### src/hdl/cnm_params.svh
// Constants of the node messaging block.
// Assumes inclusion by bare name.
`ifndef CNM_PARAMS_SVH
`define CNM_PARAMS_SVH

// Fixed identifiers and function codes (11-bit).
`define CNM_ID_NMT    11'h000
`define CNM_ID_SYNC   11'h080
`define CNM_ID_TIME   11'h100
`define CNM_FC_EMCY   11'h080
`define CNM_FC_TPDO1  11'h180
`define CNM_FC_RPDO1  11'h200
`define CNM_FC_ERRCTL 11'h700

// Node number limits.
`define CNM_NODE_ALL  8'h00
`define CNM_NODE_RST  7'h01

// Network management command specifiers.
`define CNM_CS_START  8'h01
`define CNM_CS_STOP   8'h02
`define CNM_CS_PREOP  8'h80
`define CNM_CS_RNODE  8'h81
`define CNM_CS_RCOMM  8'h82
`define CNM_NMT_DLC   4'h2

// Node state codes.
`define CNM_ST_BOOT   7'h00
`define CNM_ST_STOP   7'h04
`define CNM_ST_OP     7'h05
`define CNM_ST_PREOP  7'h7f

// Transmission types.
`define CNM_TT_ACYC   8'h00
`define CNM_TT_CYCMAX 8'hf0
`define CNM_TT_ASYNC  8'hfe

// Frame lengths.
`define CNM_DLC_BYTE  4'h1
`define CNM_DLC_PDO   4'h8

// Register byte offsets and fields.
`define CNM_A_CTRL    8'h00
`define CNM_A_STAT    8'h04
`define CNM_A_HB      8'h08
`define CNM_A_GUARD   8'h0c
`define CNM_A_TCFG    8'h10
`define CNM_A_TDAT    8'h20
`define CNM_A_END     8'h40
`define CNM_F_NODE    6:0
`define CNM_F_MS      15:0
`define CNM_F_LIFE    23:16
`define CNM_F_TT      7:0
`define CNM_F_INH     31:16

// Reset values of configuration.
`define CNM_HB_RST    16'h0000
`define CNM_GT_RST    16'h0000
`define CNM_LF_RST    8'h00
`define CNM_TT_RST    8'hff
`define CNM_INH_RST   16'h0000

// Timing: one millisecond at a 25 ns clock.
`define CNM_MS_NS     1000000
`define CNM_CLK_NS    25

`endif

### src/hdl/cnm_pkg.sv
// Types shared by the node messaging block.
// Assumes the parameter header is on the include path.
`include "cnm_params.svh"

package cnm_pkg;
  typedef enum logic [1:0] {CNM_INIT, CNM_PREOP, CNM_OP, CNM_STOP} cnm_nmt_t;
  typedef enum logic [1:0] {CNM_TX_IDLE, CNM_TX_READ, CNM_TX_SEND} cnm_tx_t;
endpackage : cnm_pkg

### src/hdl/cnm_pdo_mem.sv
// Payload store of the four transmit process data objects, 64 bits each.
// Assumes one clock; written in 32-bit halves, read data registered.
`timescale 1ns/1ps
`default_nettype none

module cnm_pdo_mem (
  // Clock and reset.
  input  wire logic        core_clk,
  input  wire logic        rstn,
  // Write port.
  input  wire logic [1:0]  we,
  input  wire logic [1:0]  waddr,
  input  wire logic [31:0] wdata,
  // Read port.
  input  wire logic [1:0]  raddr,
  output var  logic [63:0] rdata_ff
);
  logic [63:0] mem [4];

  // Cleared on reset so a payload never written goes out as zeros, not unknowns.
  always_ff @(posedge core_clk) begin
    if (!rstn) begin
      mem <= '{default: 64'h0};
    end else begin
      if (we[0]) begin
        mem[waddr][31:0] <= wdata;
      end
      if (we[1]) begin
        mem[waddr][63:32] <= wdata;
      end
    end
  end

  always_ff @(posedge core_clk) begin
    if (!rstn) begin
      rdata_ff <= 64'h0;
    end else begin
      rdata_ff <= mem[raddr];
    end
  end
endmodule : cnm_pdo_mem

`default_nettype wire

### src/hdl/cnm_node.sv
// Messaging layer of a fieldbus servo node: state machine, PDOs, guarding.
// Assumes a frame-level CAN controller on the same clock and an APB master.
//
// Notes on behaviour
// RULE1 - Node number 1 to 127; zero means all.
// RULE2 - Identifier is class code plus node number.
// RULE3 - Fixed management, sync, time and error identifiers.
// RULE4 - Transmit PDOs on 180, 280, 380, 480 plus node.
// RULE5 - Receive PDOs on 200, 300, 400, 500 plus node.
// RULE6 - Types 0 to 240 send only on sync.
// RULE7 - Master sends sync at most 1 kHz.
// RULE8 - Acyclic: armed by remote or event, sent on sync.
// RULE9 - Cyclic type n: send every n syncs.
// RULE10 - Types 254 and 255 send on change.
// RULE11 - Inhibit time in ms spaces transmissions.
// RULE12 - Heartbeat sends state byte on 700 plus node.
// RULE13 - Master alarms on missing heartbeat.
// RULE14 - Master guards with remote frame on 700.
// RULE15 - Guard reply toggles bit 7, first zero.
// RULE16 - Guard reply bits 0 to 6 hold state.
// RULE17 - Alarm after guard time times life factor.
// RULE18 - After init enter pre-operational, send boot-up.
// RULE19 - Command frame: specifier then node, zero all.
// RULE20 - Specifiers 01, 02, 80, 82 change state.
// RULE21 - Commands are obeyed and never answered.
// RULE22 - PDOs exchanged only while operational.
// RULE23 - Specifier 81 resets node; foreign node ignored.
//
// The register offsets and the APB register port were left to the implementer.
`timescale 1ns/1ps
`default_nettype none
`include "cnm_params.svh"

module cnm_node
  import cnm_pkg::*;
#(
  parameter int unsigned MS_CYCLES = `CNM_MS_NS / `CNM_CLK_NS
) (
  // Clock and reset.
  input  wire logic        core_clk,
  input  wire logic        rstn,
  // APB slave.
  input  wire logic [7:0]  paddr,
  input  wire logic        psel,
  input  wire logic        penable,
  input  wire logic        pwrite,
  input  wire logic [31:0] pwdata,
  output var  logic [31:0] prdata,
  output var  logic        pready,
  output var  logic        pslverr,
  // Received frames.
  input  wire logic        rx_valid,
  input  wire logic [10:0] rx_id,
  input  wire logic        rx_rtr,
  input  wire logic [3:0]  rx_dlc,
  input  wire logic [63:0] rx_data,
  // Frames to send.
  output var  logic        tx_valid,
  output var  logic [10:0] tx_id,
  output var  logic [3:0]  tx_dlc,
  output var  logic [63:0] tx_data,
  input  wire logic        tx_ready,
  // Application side.
  input  wire logic [3:0]  tpdo_evt,
  output var  logic        rpdo_valid,
  output var  logic [1:0]  rpdo_idx,
  output var  logic [3:0]  rpdo_dlc,
  output var  logic [63:0] rpdo_data,
  output var  logic        guard_alarm,
  output var  logic [6:0]  nmt_state
);
  function automatic logic [10:0] cob(input logic [10:0] fc, input logic [6:0] node);
    cob = fc + {4'h0, node}; // [RULE2]
  endfunction : cob

  function automatic logic [6:0] st_code(input cnm_nmt_t st);
    case (st)
      CNM_PREOP: st_code = `CNM_ST_PREOP;
      CNM_OP:    st_code = `CNM_ST_OP;
      CNM_STOP:  st_code = `CNM_ST_STOP;
      default:   st_code = `CNM_ST_BOOT;
    endcase
  endfunction : st_code

  logic [6:0]  node_ff;
  cnm_nmt_t    st_ff;
  logic [15:0] hb_ms_ff, gt_ms_ff;
  logic [7:0]  lf_ff;
  logic [7:0]  tt_ff [4];
  logic [15:0] inh_ff [4];
  logic [31:0] prdata_ff, rd_mux;
  logic        pready_ff, pslverr_ff, rd_err;
  logic [15:0] ms_cnt_ff, hb_cnt_ff;
  logic        tick;
  logic [23:0] life_cnt_ff;
  logic        guard_on_ff, alarm_ff, toggle_ff;
  logic        guard_pend_ff, hb_pend_ff, boot_pend_ff;
  logic [3:0]  pend_ff, armed_ff;
  logic [7:0]  cyc_ff [4];
  logic [16:0] inh_cnt_ff [4];
  cnm_tx_t     tx_st_ff;
  logic        tx_valid_ff;
  logic [10:0] tx_id_ff;
  logic [3:0]  tx_dlc_ff;
  logic [63:0] tx_data_ff, mem_rdata;
  logic [3:0]  lch_pdo;
  logic        lch_guard, lch_hb, lch_boot;
  logic [1:0]  lch_idx;
  logic        rpdo_valid_ff;
  logic [1:0]  rpdo_idx_ff;
  logic [3:0]  rpdo_dlc_ff;
  logic [63:0] rpdo_data_ff;

  // APB decode; the answer comes one cycle into the access phase.
  wire apb_acc  = psel & penable & ~pready_ff;
  wire apb_wr   = psel & penable & pready_ff & pwrite;
  wire a_tcfg   = paddr >= `CNM_A_TCFG && paddr < `CNM_A_TDAT;
  wire a_tdat   = paddr >= `CNM_A_TDAT && paddr < `CNM_A_END;
  wire [1:0] a_idx = a_tcfg ? paddr[3:2] : paddr[4:3];
  wire is_op    = st_ff == CNM_OP;

  // Command frames for another node are dropped before decoding.
  wire nmt_hit  = rx_valid & ~rx_rtr & rx_id == `CNM_ID_NMT & rx_dlc >= `CNM_NMT_DLC
                & (rx_data[15:8] == {1'b0, node_ff} | rx_data[15:8] == `CNM_NODE_ALL); // [RULE19] [RULE23]
  wire [7:0] cs = rx_data[7:0];
  wire node_rst = nmt_hit & cs == `CNM_CS_RNODE; // [RULE23]
  wire comm_rst = node_rst | (nmt_hit & cs == `CNM_CS_RCOMM); // [RULE20]
  wire sync_hit = rx_valid & ~rx_rtr & rx_id == `CNM_ID_SYNC & is_op; // [RULE3] [RULE6]
  wire guard_req = rx_valid & rx_rtr & rx_id == cob(`CNM_FC_ERRCTL, node_ff)
                 & st_ff != CNM_INIT; // [RULE14]
  wire [23:0] life_lim = gt_ms_ff * lf_ff;

  always_comb begin
    rd_err = (paddr[1:0] != 2'b00) | (paddr >= `CNM_A_END);
    rd_mux = 32'h0;
    if (a_tcfg) begin
      rd_mux = {inh_ff[a_idx], 8'h00, tt_ff[a_idx]};
    end else if (!a_tdat) begin
      case (paddr)
        `CNM_A_CTRL:  rd_mux = {25'h0, node_ff};
        `CNM_A_STAT:  rd_mux = {23'h0, toggle_ff, alarm_ff, st_code(st_ff)};
        `CNM_A_HB:    rd_mux = {16'h0, hb_ms_ff};
        `CNM_A_GUARD: rd_mux = {8'h00, lf_ff, gt_ms_ff};
        default:      rd_mux = 32'h0;
      endcase
    end
  end

  always_ff @(posedge core_clk) begin
    if (!rstn) begin
      pready_ff  <= 1'b0;
      pslverr_ff <= 1'b0;
      prdata_ff  <= 32'h0;
    end else begin
      pready_ff  <= apb_acc;
      pslverr_ff <= apb_acc & rd_err;
      prdata_ff  <= (apb_acc && !pwrite && !rd_err) ? rd_mux : 32'h0;
    end
  end

  // Node number; zero is reserved for broadcast and never taken.
  always_ff @(posedge core_clk) begin
    if (!rstn) begin
      node_ff <= `CNM_NODE_RST;
    end else if (apb_wr && paddr == `CNM_A_CTRL && pwdata[`CNM_F_NODE] != 7'h00) begin
      node_ff <= pwdata[`CNM_F_NODE]; // [RULE1]
    end
  end

  // Communication settings; a node reset restores them, unlike a comm reset.
  always_ff @(posedge core_clk) begin
    if (!rstn || node_rst) begin
      hb_ms_ff <= `CNM_HB_RST;
      gt_ms_ff <= `CNM_GT_RST;
      lf_ff    <= `CNM_LF_RST;
      for (int i = 0; i < 4; i++) begin
        tt_ff[i]  <= `CNM_TT_RST;
        inh_ff[i] <= `CNM_INH_RST;
      end
    end else if (apb_wr) begin
      if (paddr == `CNM_A_HB) begin
        hb_ms_ff <= pwdata[`CNM_F_MS];
      end
      if (paddr == `CNM_A_GUARD) begin
        gt_ms_ff <= pwdata[`CNM_F_MS];
        lf_ff    <= pwdata[`CNM_F_LIFE];
      end
      if (a_tcfg && paddr[1:0] == 2'b00) begin
        tt_ff[a_idx]  <= pwdata[`CNM_F_TT];
        inh_ff[a_idx] <= pwdata[`CNM_F_INH];
      end
    end
  end

  // Node state machine; commands change state and nothing is ever answered.
  always_ff @(posedge core_clk) begin
    if (!rstn) begin
      st_ff <= CNM_INIT;
    end else begin
      case (st_ff)
        CNM_INIT: st_ff <= CNM_PREOP; // [RULE18]
        default: begin
          if (comm_rst) begin
            st_ff <= CNM_INIT; // [RULE20] [RULE21]
          end else if (nmt_hit && cs == `CNM_CS_START) begin
            st_ff <= CNM_OP;
          end else if (nmt_hit && cs == `CNM_CS_STOP) begin
            st_ff <= CNM_STOP;
          end else if (nmt_hit && cs == `CNM_CS_PREOP) begin
            st_ff <= CNM_PREOP;
          end
        end
      endcase
    end
  end

  // Millisecond enable for heartbeat, guarding and inhibit timing.
  assign tick = ms_cnt_ff == 16'(MS_CYCLES - 1);

  always_ff @(posedge core_clk) begin
    if (!rstn || tick) begin
      ms_cnt_ff <= 16'h0;
    end else begin
      ms_cnt_ff <= ms_cnt_ff + 16'h1;
    end
  end

  // Heartbeat producer; a zero period turns it off.
  always_ff @(posedge core_clk) begin
    if (!rstn || comm_rst || st_ff == CNM_INIT || hb_ms_ff == 16'h0) begin
      hb_cnt_ff  <= 16'h0;
      hb_pend_ff <= 1'b0;
    end else begin
      if (tick) begin
        hb_cnt_ff <= (hb_cnt_ff + 16'h1 >= hb_ms_ff) ? 16'h0 : hb_cnt_ff + 16'h1;
      end
      hb_pend_ff <= (tick && hb_cnt_ff + 16'h1 >= hb_ms_ff) | (hb_pend_ff & ~lch_hb); // [RULE12]
    end
  end

  // Boot-up message queued as the node leaves initialisation.
  always_ff @(posedge core_clk) begin
    if (!rstn) begin
      boot_pend_ff <= 1'b0;
    end else begin
      boot_pend_ff <= (st_ff == CNM_INIT) | (boot_pend_ff & ~lch_boot & ~comm_rst); // [RULE18]
    end
  end

  // Guarding: reply queue, toggle and life-time supervision.
  always_ff @(posedge core_clk) begin
    if (!rstn || comm_rst) begin
      guard_pend_ff <= 1'b0;
      toggle_ff     <= 1'b0;
      guard_on_ff   <= 1'b0;
      life_cnt_ff   <= 24'h0;
      alarm_ff      <= 1'b0;
    end else begin
      guard_pend_ff <= guard_req | (guard_pend_ff & ~lch_guard);
      if (lch_guard) begin
        toggle_ff <= ~toggle_ff; // [RULE15]
      end
      if (guard_req) begin
        guard_on_ff <= 1'b1;
        life_cnt_ff <= 24'h0;
      end else if (tick && life_cnt_ff != 24'hffffff) begin
        life_cnt_ff <= life_cnt_ff + 24'h1;
      end
      alarm_ff <= (guard_on_ff & life_lim != 24'h0 & life_cnt_ff >= life_lim & ~guard_req)
                | (alarm_ff & ~guard_req); // [RULE17]
    end
  end

  // Transmit PDO triggers; everything is dropped outside operational.
  always_ff @(posedge core_clk) begin
    if (!rstn || comm_rst || !is_op) begin
      pend_ff  <= 4'h0;
      armed_ff <= 4'h0;
      for (int i = 0; i < 4; i++) begin
        cyc_ff[i] <= 8'h00;
      end
    end else begin
      for (int i = 0; i < 4; i++) begin
        logic arm;
        logic set;
        arm = tpdo_evt[i] | (rx_valid & rx_rtr
              & rx_id == cob(`CNM_FC_TPDO1 + {1'b0, 2'(i), 8'h00}, node_ff)); // [RULE4]
        set = 1'b0;
        if (tt_ff[i] == `CNM_TT_ACYC) begin
          armed_ff[i] <= (arm | armed_ff[i]) & ~sync_hit;
          set = sync_hit & (arm | armed_ff[i]); // [RULE8]
        end else if (tt_ff[i] <= `CNM_TT_CYCMAX) begin
          if (sync_hit) begin
            set = cyc_ff[i] + 8'h01 >= tt_ff[i]; // [RULE9]
            cyc_ff[i] <= set ? 8'h00 : cyc_ff[i] + 8'h01;
          end
        end else if (tt_ff[i] >= `CNM_TT_ASYNC) begin
          set = arm | (apb_wr & a_tdat & a_idx == 2'(i)); // [RULE10]
        end
        pend_ff[i] <= set | (pend_ff[i] & ~lch_pdo[i]); // [RULE6]
      end
    end
  end

  // Inhibit counters hold off a PDO for at least the set number of ms.
  always_ff @(posedge core_clk) begin
    for (int i = 0; i < 4; i++) begin
      if (!rstn) begin
        inh_cnt_ff[i] <= 17'h0;
      end else if (lch_pdo[i]) begin
        inh_cnt_ff[i] <= {1'b0, inh_ff[i]} + {16'h0, inh_ff[i] != 16'h0}; // [RULE11]
      end else if (tick && inh_cnt_ff[i] != 17'h0) begin
        inh_cnt_ff[i] <= inh_cnt_ff[i] - 17'h1;
      end
    end
  end

  // Launch choice: PDOs first since their identifiers are lower.
  always_comb begin
    lch_pdo   = 4'h0;
    lch_guard = 1'b0;
    lch_hb    = 1'b0;
    lch_boot  = 1'b0;
    lch_idx   = 2'b00;
    if (tx_st_ff == CNM_TX_IDLE) begin
      for (int i = 3; i >= 0; i--) begin
        if (pend_ff[i] && inh_cnt_ff[i] == 17'h0 && is_op) begin
          lch_idx = 2'(i); // [RULE22]
        end
      end
      if (pend_ff[lch_idx] && inh_cnt_ff[lch_idx] == 17'h0 && is_op) begin
        lch_pdo[lch_idx] = 1'b1;
      end else if (boot_pend_ff) begin
        lch_boot = 1'b1;
      end else if (guard_pend_ff) begin
        lch_guard = 1'b1;
      end else if (hb_pend_ff) begin
        lch_hb = 1'b1;
      end
    end
  end

  cnm_pdo_mem u_mem (
    .core_clk (core_clk),
    .rstn     (rstn),
    .we       ({apb_wr & a_tdat & paddr[2], apb_wr & a_tdat & ~paddr[2]}),
    .waddr    (a_idx),
    .wdata    (pwdata),
    .raddr    (lch_idx),
    .rdata_ff (mem_rdata)
  );

  // Transmit sequencer; a PDO waits one cycle for its payload.
  always_ff @(posedge core_clk) begin
    if (!rstn) begin
      tx_st_ff    <= CNM_TX_IDLE;
      tx_valid_ff <= 1'b0;
      tx_id_ff    <= 11'h0;
      tx_dlc_ff   <= 4'h0;
      tx_data_ff  <= 64'h0;
    end else begin
      case (tx_st_ff)
        CNM_TX_IDLE: begin
          tx_dlc_ff <= `CNM_DLC_BYTE;
          tx_id_ff  <= cob(`CNM_FC_ERRCTL, node_ff); // [RULE12]
          if (lch_pdo != 4'h0) begin
            tx_id_ff <= cob(`CNM_FC_TPDO1 + {1'b0, lch_idx, 8'h00}, node_ff); // [RULE4]
            tx_st_ff <= CNM_TX_READ;
          end else if (lch_boot) begin
            tx_data_ff  <= {57'h0, `CNM_ST_BOOT}; // [RULE18]
            tx_valid_ff <= 1'b1;
            tx_st_ff    <= CNM_TX_SEND;
          end else if (lch_guard || lch_hb) begin
            tx_data_ff  <= {56'h0, lch_guard & toggle_ff, st_code(st_ff)}; // [RULE15] [RULE16]
            tx_valid_ff <= 1'b1;
            tx_st_ff    <= CNM_TX_SEND;
          end
        end
        CNM_TX_READ: begin
          tx_data_ff  <= mem_rdata;
          tx_dlc_ff   <= `CNM_DLC_PDO;
          tx_valid_ff <= 1'b1;
          tx_st_ff    <= CNM_TX_SEND;
        end
        CNM_TX_SEND: begin
          if (tx_ready) begin
            tx_valid_ff <= 1'b0;
            tx_st_ff    <= CNM_TX_IDLE;
          end
        end
        default: tx_st_ff <= CNM_TX_IDLE;
      endcase
    end
  end

  // Receive PDOs, passed on only while operational.
  always_ff @(posedge core_clk) begin
    if (!rstn) begin
      rpdo_valid_ff <= 1'b0;
      rpdo_idx_ff   <= 2'b00;
      rpdo_dlc_ff   <= 4'h0;
      rpdo_data_ff  <= 64'h0;
    end else begin
      rpdo_valid_ff <= 1'b0;
      for (int i = 0; i < 4; i++) begin
        if (rx_valid && !rx_rtr && is_op
            && rx_id == cob(`CNM_FC_RPDO1 + {1'b0, 2'(i), 8'h00}, node_ff)) begin
          rpdo_valid_ff <= 1'b1; // [RULE5] [RULE22]
          rpdo_idx_ff   <= 2'(i);
          rpdo_dlc_ff   <= rx_dlc;
          rpdo_data_ff  <= rx_data;
        end
      end
    end
  end

  assign prdata      = prdata_ff;
  assign pready      = pready_ff;
  assign pslverr     = pslverr_ff;
  assign tx_valid    = tx_valid_ff;
  assign tx_id       = tx_id_ff;
  assign tx_dlc      = tx_dlc_ff;
  assign tx_data     = tx_data_ff;
  assign rpdo_valid  = rpdo_valid_ff;
  assign rpdo_idx    = rpdo_idx_ff;
  assign rpdo_dlc    = rpdo_dlc_ff;
  assign rpdo_data   = rpdo_data_ff;
  assign guard_alarm = alarm_ff;
  assign nmt_state   = st_code(st_ff);
endmodule : cnm_node

`default_nettype wire

### config.mk
export PLATFORM = sky130hd
export DESIGN_NAME = cnm_node
export DESIGN_NICKNAME = d
export VERILOG_FILES = /design/src/hdl/cnm_pkg.sv /design/src/hdl/cnm_pdo_mem.sv /design/src/hdl/cnm_node.sv
export VERILOG_INCLUDE_DIRS = /design/src /design/src/hdl
export SDC_FILE = /design/constraint.sdc
export NUM_CORES = 2
export LEC_CHECK = 0
export ABC_AREA = 1
export ABC_CLOCK_PERIOD_IN_PS = 6860
export BUFFER_PORTS_ARGS = -buffer_cell sky130_fd_sc_hd__buf_2
export CORE_MARGIN = 2
export CORE_UTILIZATION = 35
export CTS_CLUSTER_SIZE = 8
export DETAILED_ROUTE_END_ITERATION = 10
export PLACE_DENSITY = 0.51
export SLEW_MARGIN = 20
export SYNTH_ARGS = -nofsm -noshare
export SYNTH_HDL_FRONTEND = slang
export SYNTH_SLANG_ARGS = --single-unit
export TNS_END_PERCENT = 100
### constraint.sdc
create_clock -name core_clk -period 6.86 [get_ports core_clk]
set_clock_uncertainty 0.15 [all_clocks]
set_input_delay 1.372 -clock core_clk [delete_from_list [all_inputs] [get_ports core_clk]]
set_output_delay 1.372 -clock core_clk [all_outputs]
set_load 0.005 [all_outputs]
==> results.cfg <==
[outcome]
status = finished, final reports clean

[layout]
drive_gt1_share_pct = 11.18
final_area_um2 = 48310
fillerInstances = 12467
fin_cells = 7179
fin_util_pct = 40.32
fin_nets = 5882
area_growth_pct = 14.24

[global_routing]
grt_usage_pct = 22.69
grt_start_max_net_pins = 235
grt_overflow = 0
grt_pass1_vias = 34476
grt_pass1_wl_um = 213500
grt_antenna_before_repair = 14

[synthesis]
avgSynthCellArea_um2 = 7.930
syn_area_um2 = 42290
syn_inst = 5333
yosys.area_share.simple_pct = 17.44
synth_top_flop_cell = dfxtp_1
synth_top_family_by_area = simple AND/OR/NAND/NOR gates
synthMuxAreaShare_pct = 0
synthXorXnorAreaFrac_pct = 3.252
synth-seq-cells = 820
synth_edf_count = 196
yosysUniqueCellTypes = 64
synthAdderAreaFrac_pct = 8.237
yosysWarnings = 0
synth_compound_area_share_pct = 17.20
yosysSeqAreaShare_pct = 43.46
synth-async-reset-ratio_pct = 0

[worst_setup_path]
crit_arrival_ns = 6.72
worstSetupPathType = reg -> reg
cpPeakStageDelay_ns = 0.83
endpoint_kind = flop
start_kind = flop
cp_slowest_cell = dfxtp_1
cp_data_required_time_ns = 7.25
cpMostUsedCell = inv_1
crit_fanout = 18

[route]
vias = 36466
routedWlPerCell_um = 19.82
drc = 0
ant_nets = 0
wirelength_um = 142300
via_per_inst = 5.080
first_pass_iters = 8
drt_iter0_drc = 3398

[sta]
setup_viol = 0
tightest_slew_ns = 1.192
timing.setup.tns_ns = 0
fmax_mhz = 158.0
rsz0062_at_grt = false
layout_min_cycle_time_ns = 6.330
slew_violations = 0
fin_crit_sh_pct = 92.28
hold_violations = 0
maxSlewHeadroom_pct = 19.78

[place]
place_congestion = 0.8954
numPortBuffers = 321
dpl-instance-area_um2 = 45070
hpwlAfterDp_um = 99260
dp.cells = 7019

[worst_hold_path]
holdCritPathClass = reg -> reg

[floorplan]
rows = 127
core_area_um2 = 119800
die_w_um = 351.6
initial_core_util_pct = 35.30
io_pins = 324
die_h_um = 351.6
dieArea_um2 = 123600

[clock_tree]
cts_root_buf = clkbuf_16
postCtsSetupBuffers = 0
numClockSinks = 820
clk_latency_ns = 0.76
clk_pin_slew_ns = 0.05
clock_path_buffers = 3
cts_buffers = 114
cts_max_level = 3
cts_tree = yes

[power_and_ir_drop]
ir_worst_vdd_mv = 0.2273
fin_total_pwr_w = 0.01081
power_density_nw_per_um2 = 223.7
p_leak_nw = 19.53

[flow_run]
drv_cap = 0
[worst paths after layout]
check                 startpoint        endpoint  depth (start not counted)  slack (ns)
setup / recovery        lf_ff[4]     guard_alarm                         26        0.53
hold reg to reg   u_mem.mem[137]  u_mem.mem[137]                          2        0.29
hold / removal    u_mem.mem[137]  u_mem.mem[137]                          2        0.29
setup reg to reg        lf_ff[4]     guard_alarm                         26        0.53
[worst max-delay path, delay by kind of cell, from the launching register on]
family / cells / cell delay, ns
adders and majority gates: 6 / 2.45
AOI/OAI and AO/OA: 6 / 1.26
and+or+nand+nor: 7 / 0.83
DFF: 1 / 0.83
buffers and inverters: 6 / 0.37
xor gates and xnor gates: 1 / 0.26
[state kept, by name, summed over array words and instances (netlist names), 24 cells and up]
signal and flops:
cyc_ff 32, u_mem.mem 256, inh_cnt_ff 68, life_cnt_ff 24, prdata 32, tt_ff 32, tx_data 64, u_mem.rdata_ff 64
inh_ff 64, rpdo_data 64
[repair_timing]
| item | CTS | global route |
|---|---|---|
| endpoints found under the setup margin | 0 | 1 |
| hold buffers | 0 | 0 |
| resized for setup | 0 | 1 |
[layer usage]
layer  track usage, %  part of all wire [%]  up-vias  routed length (um)
met5                0                 0.082        -                 116
met4            7.771                   3.1       18                4430
met3            7.194                   9.3      210               13230
met2            33.69                    42     1163               60010
met1            30.95                    45    17144               64460
li1                 -                     -    17931                   -
[per-stage QoR]
step	setup WS [ns]	hold WS (ns)
3_5_place_dp	0.6603	0.2831
5_1_grt	0.03413	0.3032
3_3_place_gp	0.7029	0.2791
4_1_cts	0.5900	0.2907
6_report	0.5296	0.2900
2_1_floorplan	1.269	0.2675
[synth_stat cells (all sizes together) (4+ instances only)]
| cell type | instances | area (um^2) |
|---|---|---|
| inv | 821 | 3082 |
| nand2 | 751 | 2903 |
| dfxtp | 624 | 12490 |
| a21oi | 611 | 3152 |
| o21ai | 522 | 2616 |
| nor2 | 448 | 1772 |
| clkbuf | 231 | 870.8 |
| edfxtp | 196 | 5886 |
| nand3 | 189 | 995.9 |
| ha | 144 | 1802 |
| nor3 | 130 | 650.6 |
| xor2 | 127 | 1112 |
| fa | 84 | 1682 |
| nand4 | 69 | 450.4 |
| o221ai | 65 | 569.3 |
| o22ai | 57 | 356.6 |
| buf | 55 | 362.9 |
| nor4 | 41 | 262.8 |
| xnor2 | 30 | 262.8 |
| nand3b | 21 | 157.7 |
| a31oi | 17 | 106.4 |
| a22oi | 15 | 112.6 |
| or2 | 12 | 75.07 |
| nor3b | 9 | 67.56 |
| a211oi | 8 | 60.06 |
| o21a | 7 | 52.55 |
| a21o | 5 | 37.54 |
| a21boi | 4 | 30.03 |
| clkinv | 4 | 15.01 |
| dlygate4sd3 | 4 | 40.04 |
| o31ai | 4 | 30.03 |
[power breakdown]
| group | internal, W | switching (W) | total [W] |
|---|---|---|---|
| Clock | 0.00302 | 0.00222 | 0.00524 |
| Sequential | 0.00499 | 0.0000447 | 0.00504 |
| Combinational | 0.000133 | 0.000397 | 0.000530 |
| Total | 0.00815 | 0.00266 | 0.0108 |
[logic make-up after synthesis]
logic type                 count (synthesis)
and+or+nand+nor                         1676
buffers and inverters                   1118
adders and majority gates                228
xor gates and xnor gates                 157
other                                      1
AOI/OAI and AO/OA                       1333
DFF                                      820
[layout make-up]
cell class | count | area [um^2] | share of cell area, %
diodes | 3 | 7.507 | 0.01554
clock buffers | 147 | 2997 | 6.203
repair buffers | 366 | 1967 | 4.071
well taps | 1612 | 2017 | 4.175
clock inverters | 10 | 214.0 | 0.4429
multi-input cells | 3396 | 19630 | 40.62
inverters | 825 | 3103 | 6.423
flip-flops and latches | 820 | 18380 | 38.04
[cell usage in the layout (no fill, tap or decap), types with 9 or more instances in the layout]
cell       instances
a21oi_1          586
a21oi_2           25
a22oi_1           15
a31oi_1           17
buf_2            320
buf_4             44
clkbuf_1          31
clkbuf_16        114
dfxtp_1          623
edfxtp_1         196
fa_1              84
ha_1             144
inv_1            814
nand2_1          713
nand2_2           36
nand3_1          181
nand3b_1          21
nand4_1           66
nor2_1           421
nor2_2            19
nor3_1           129
nor3b_1            9
nor4_1            37
o21ai_0          500
o21ai_1           17
o221ai_1          65
o22ai_1           57
or2_2             10
xnor2_1           30
xor2_1           127
(Power assumes the default switching activity.)
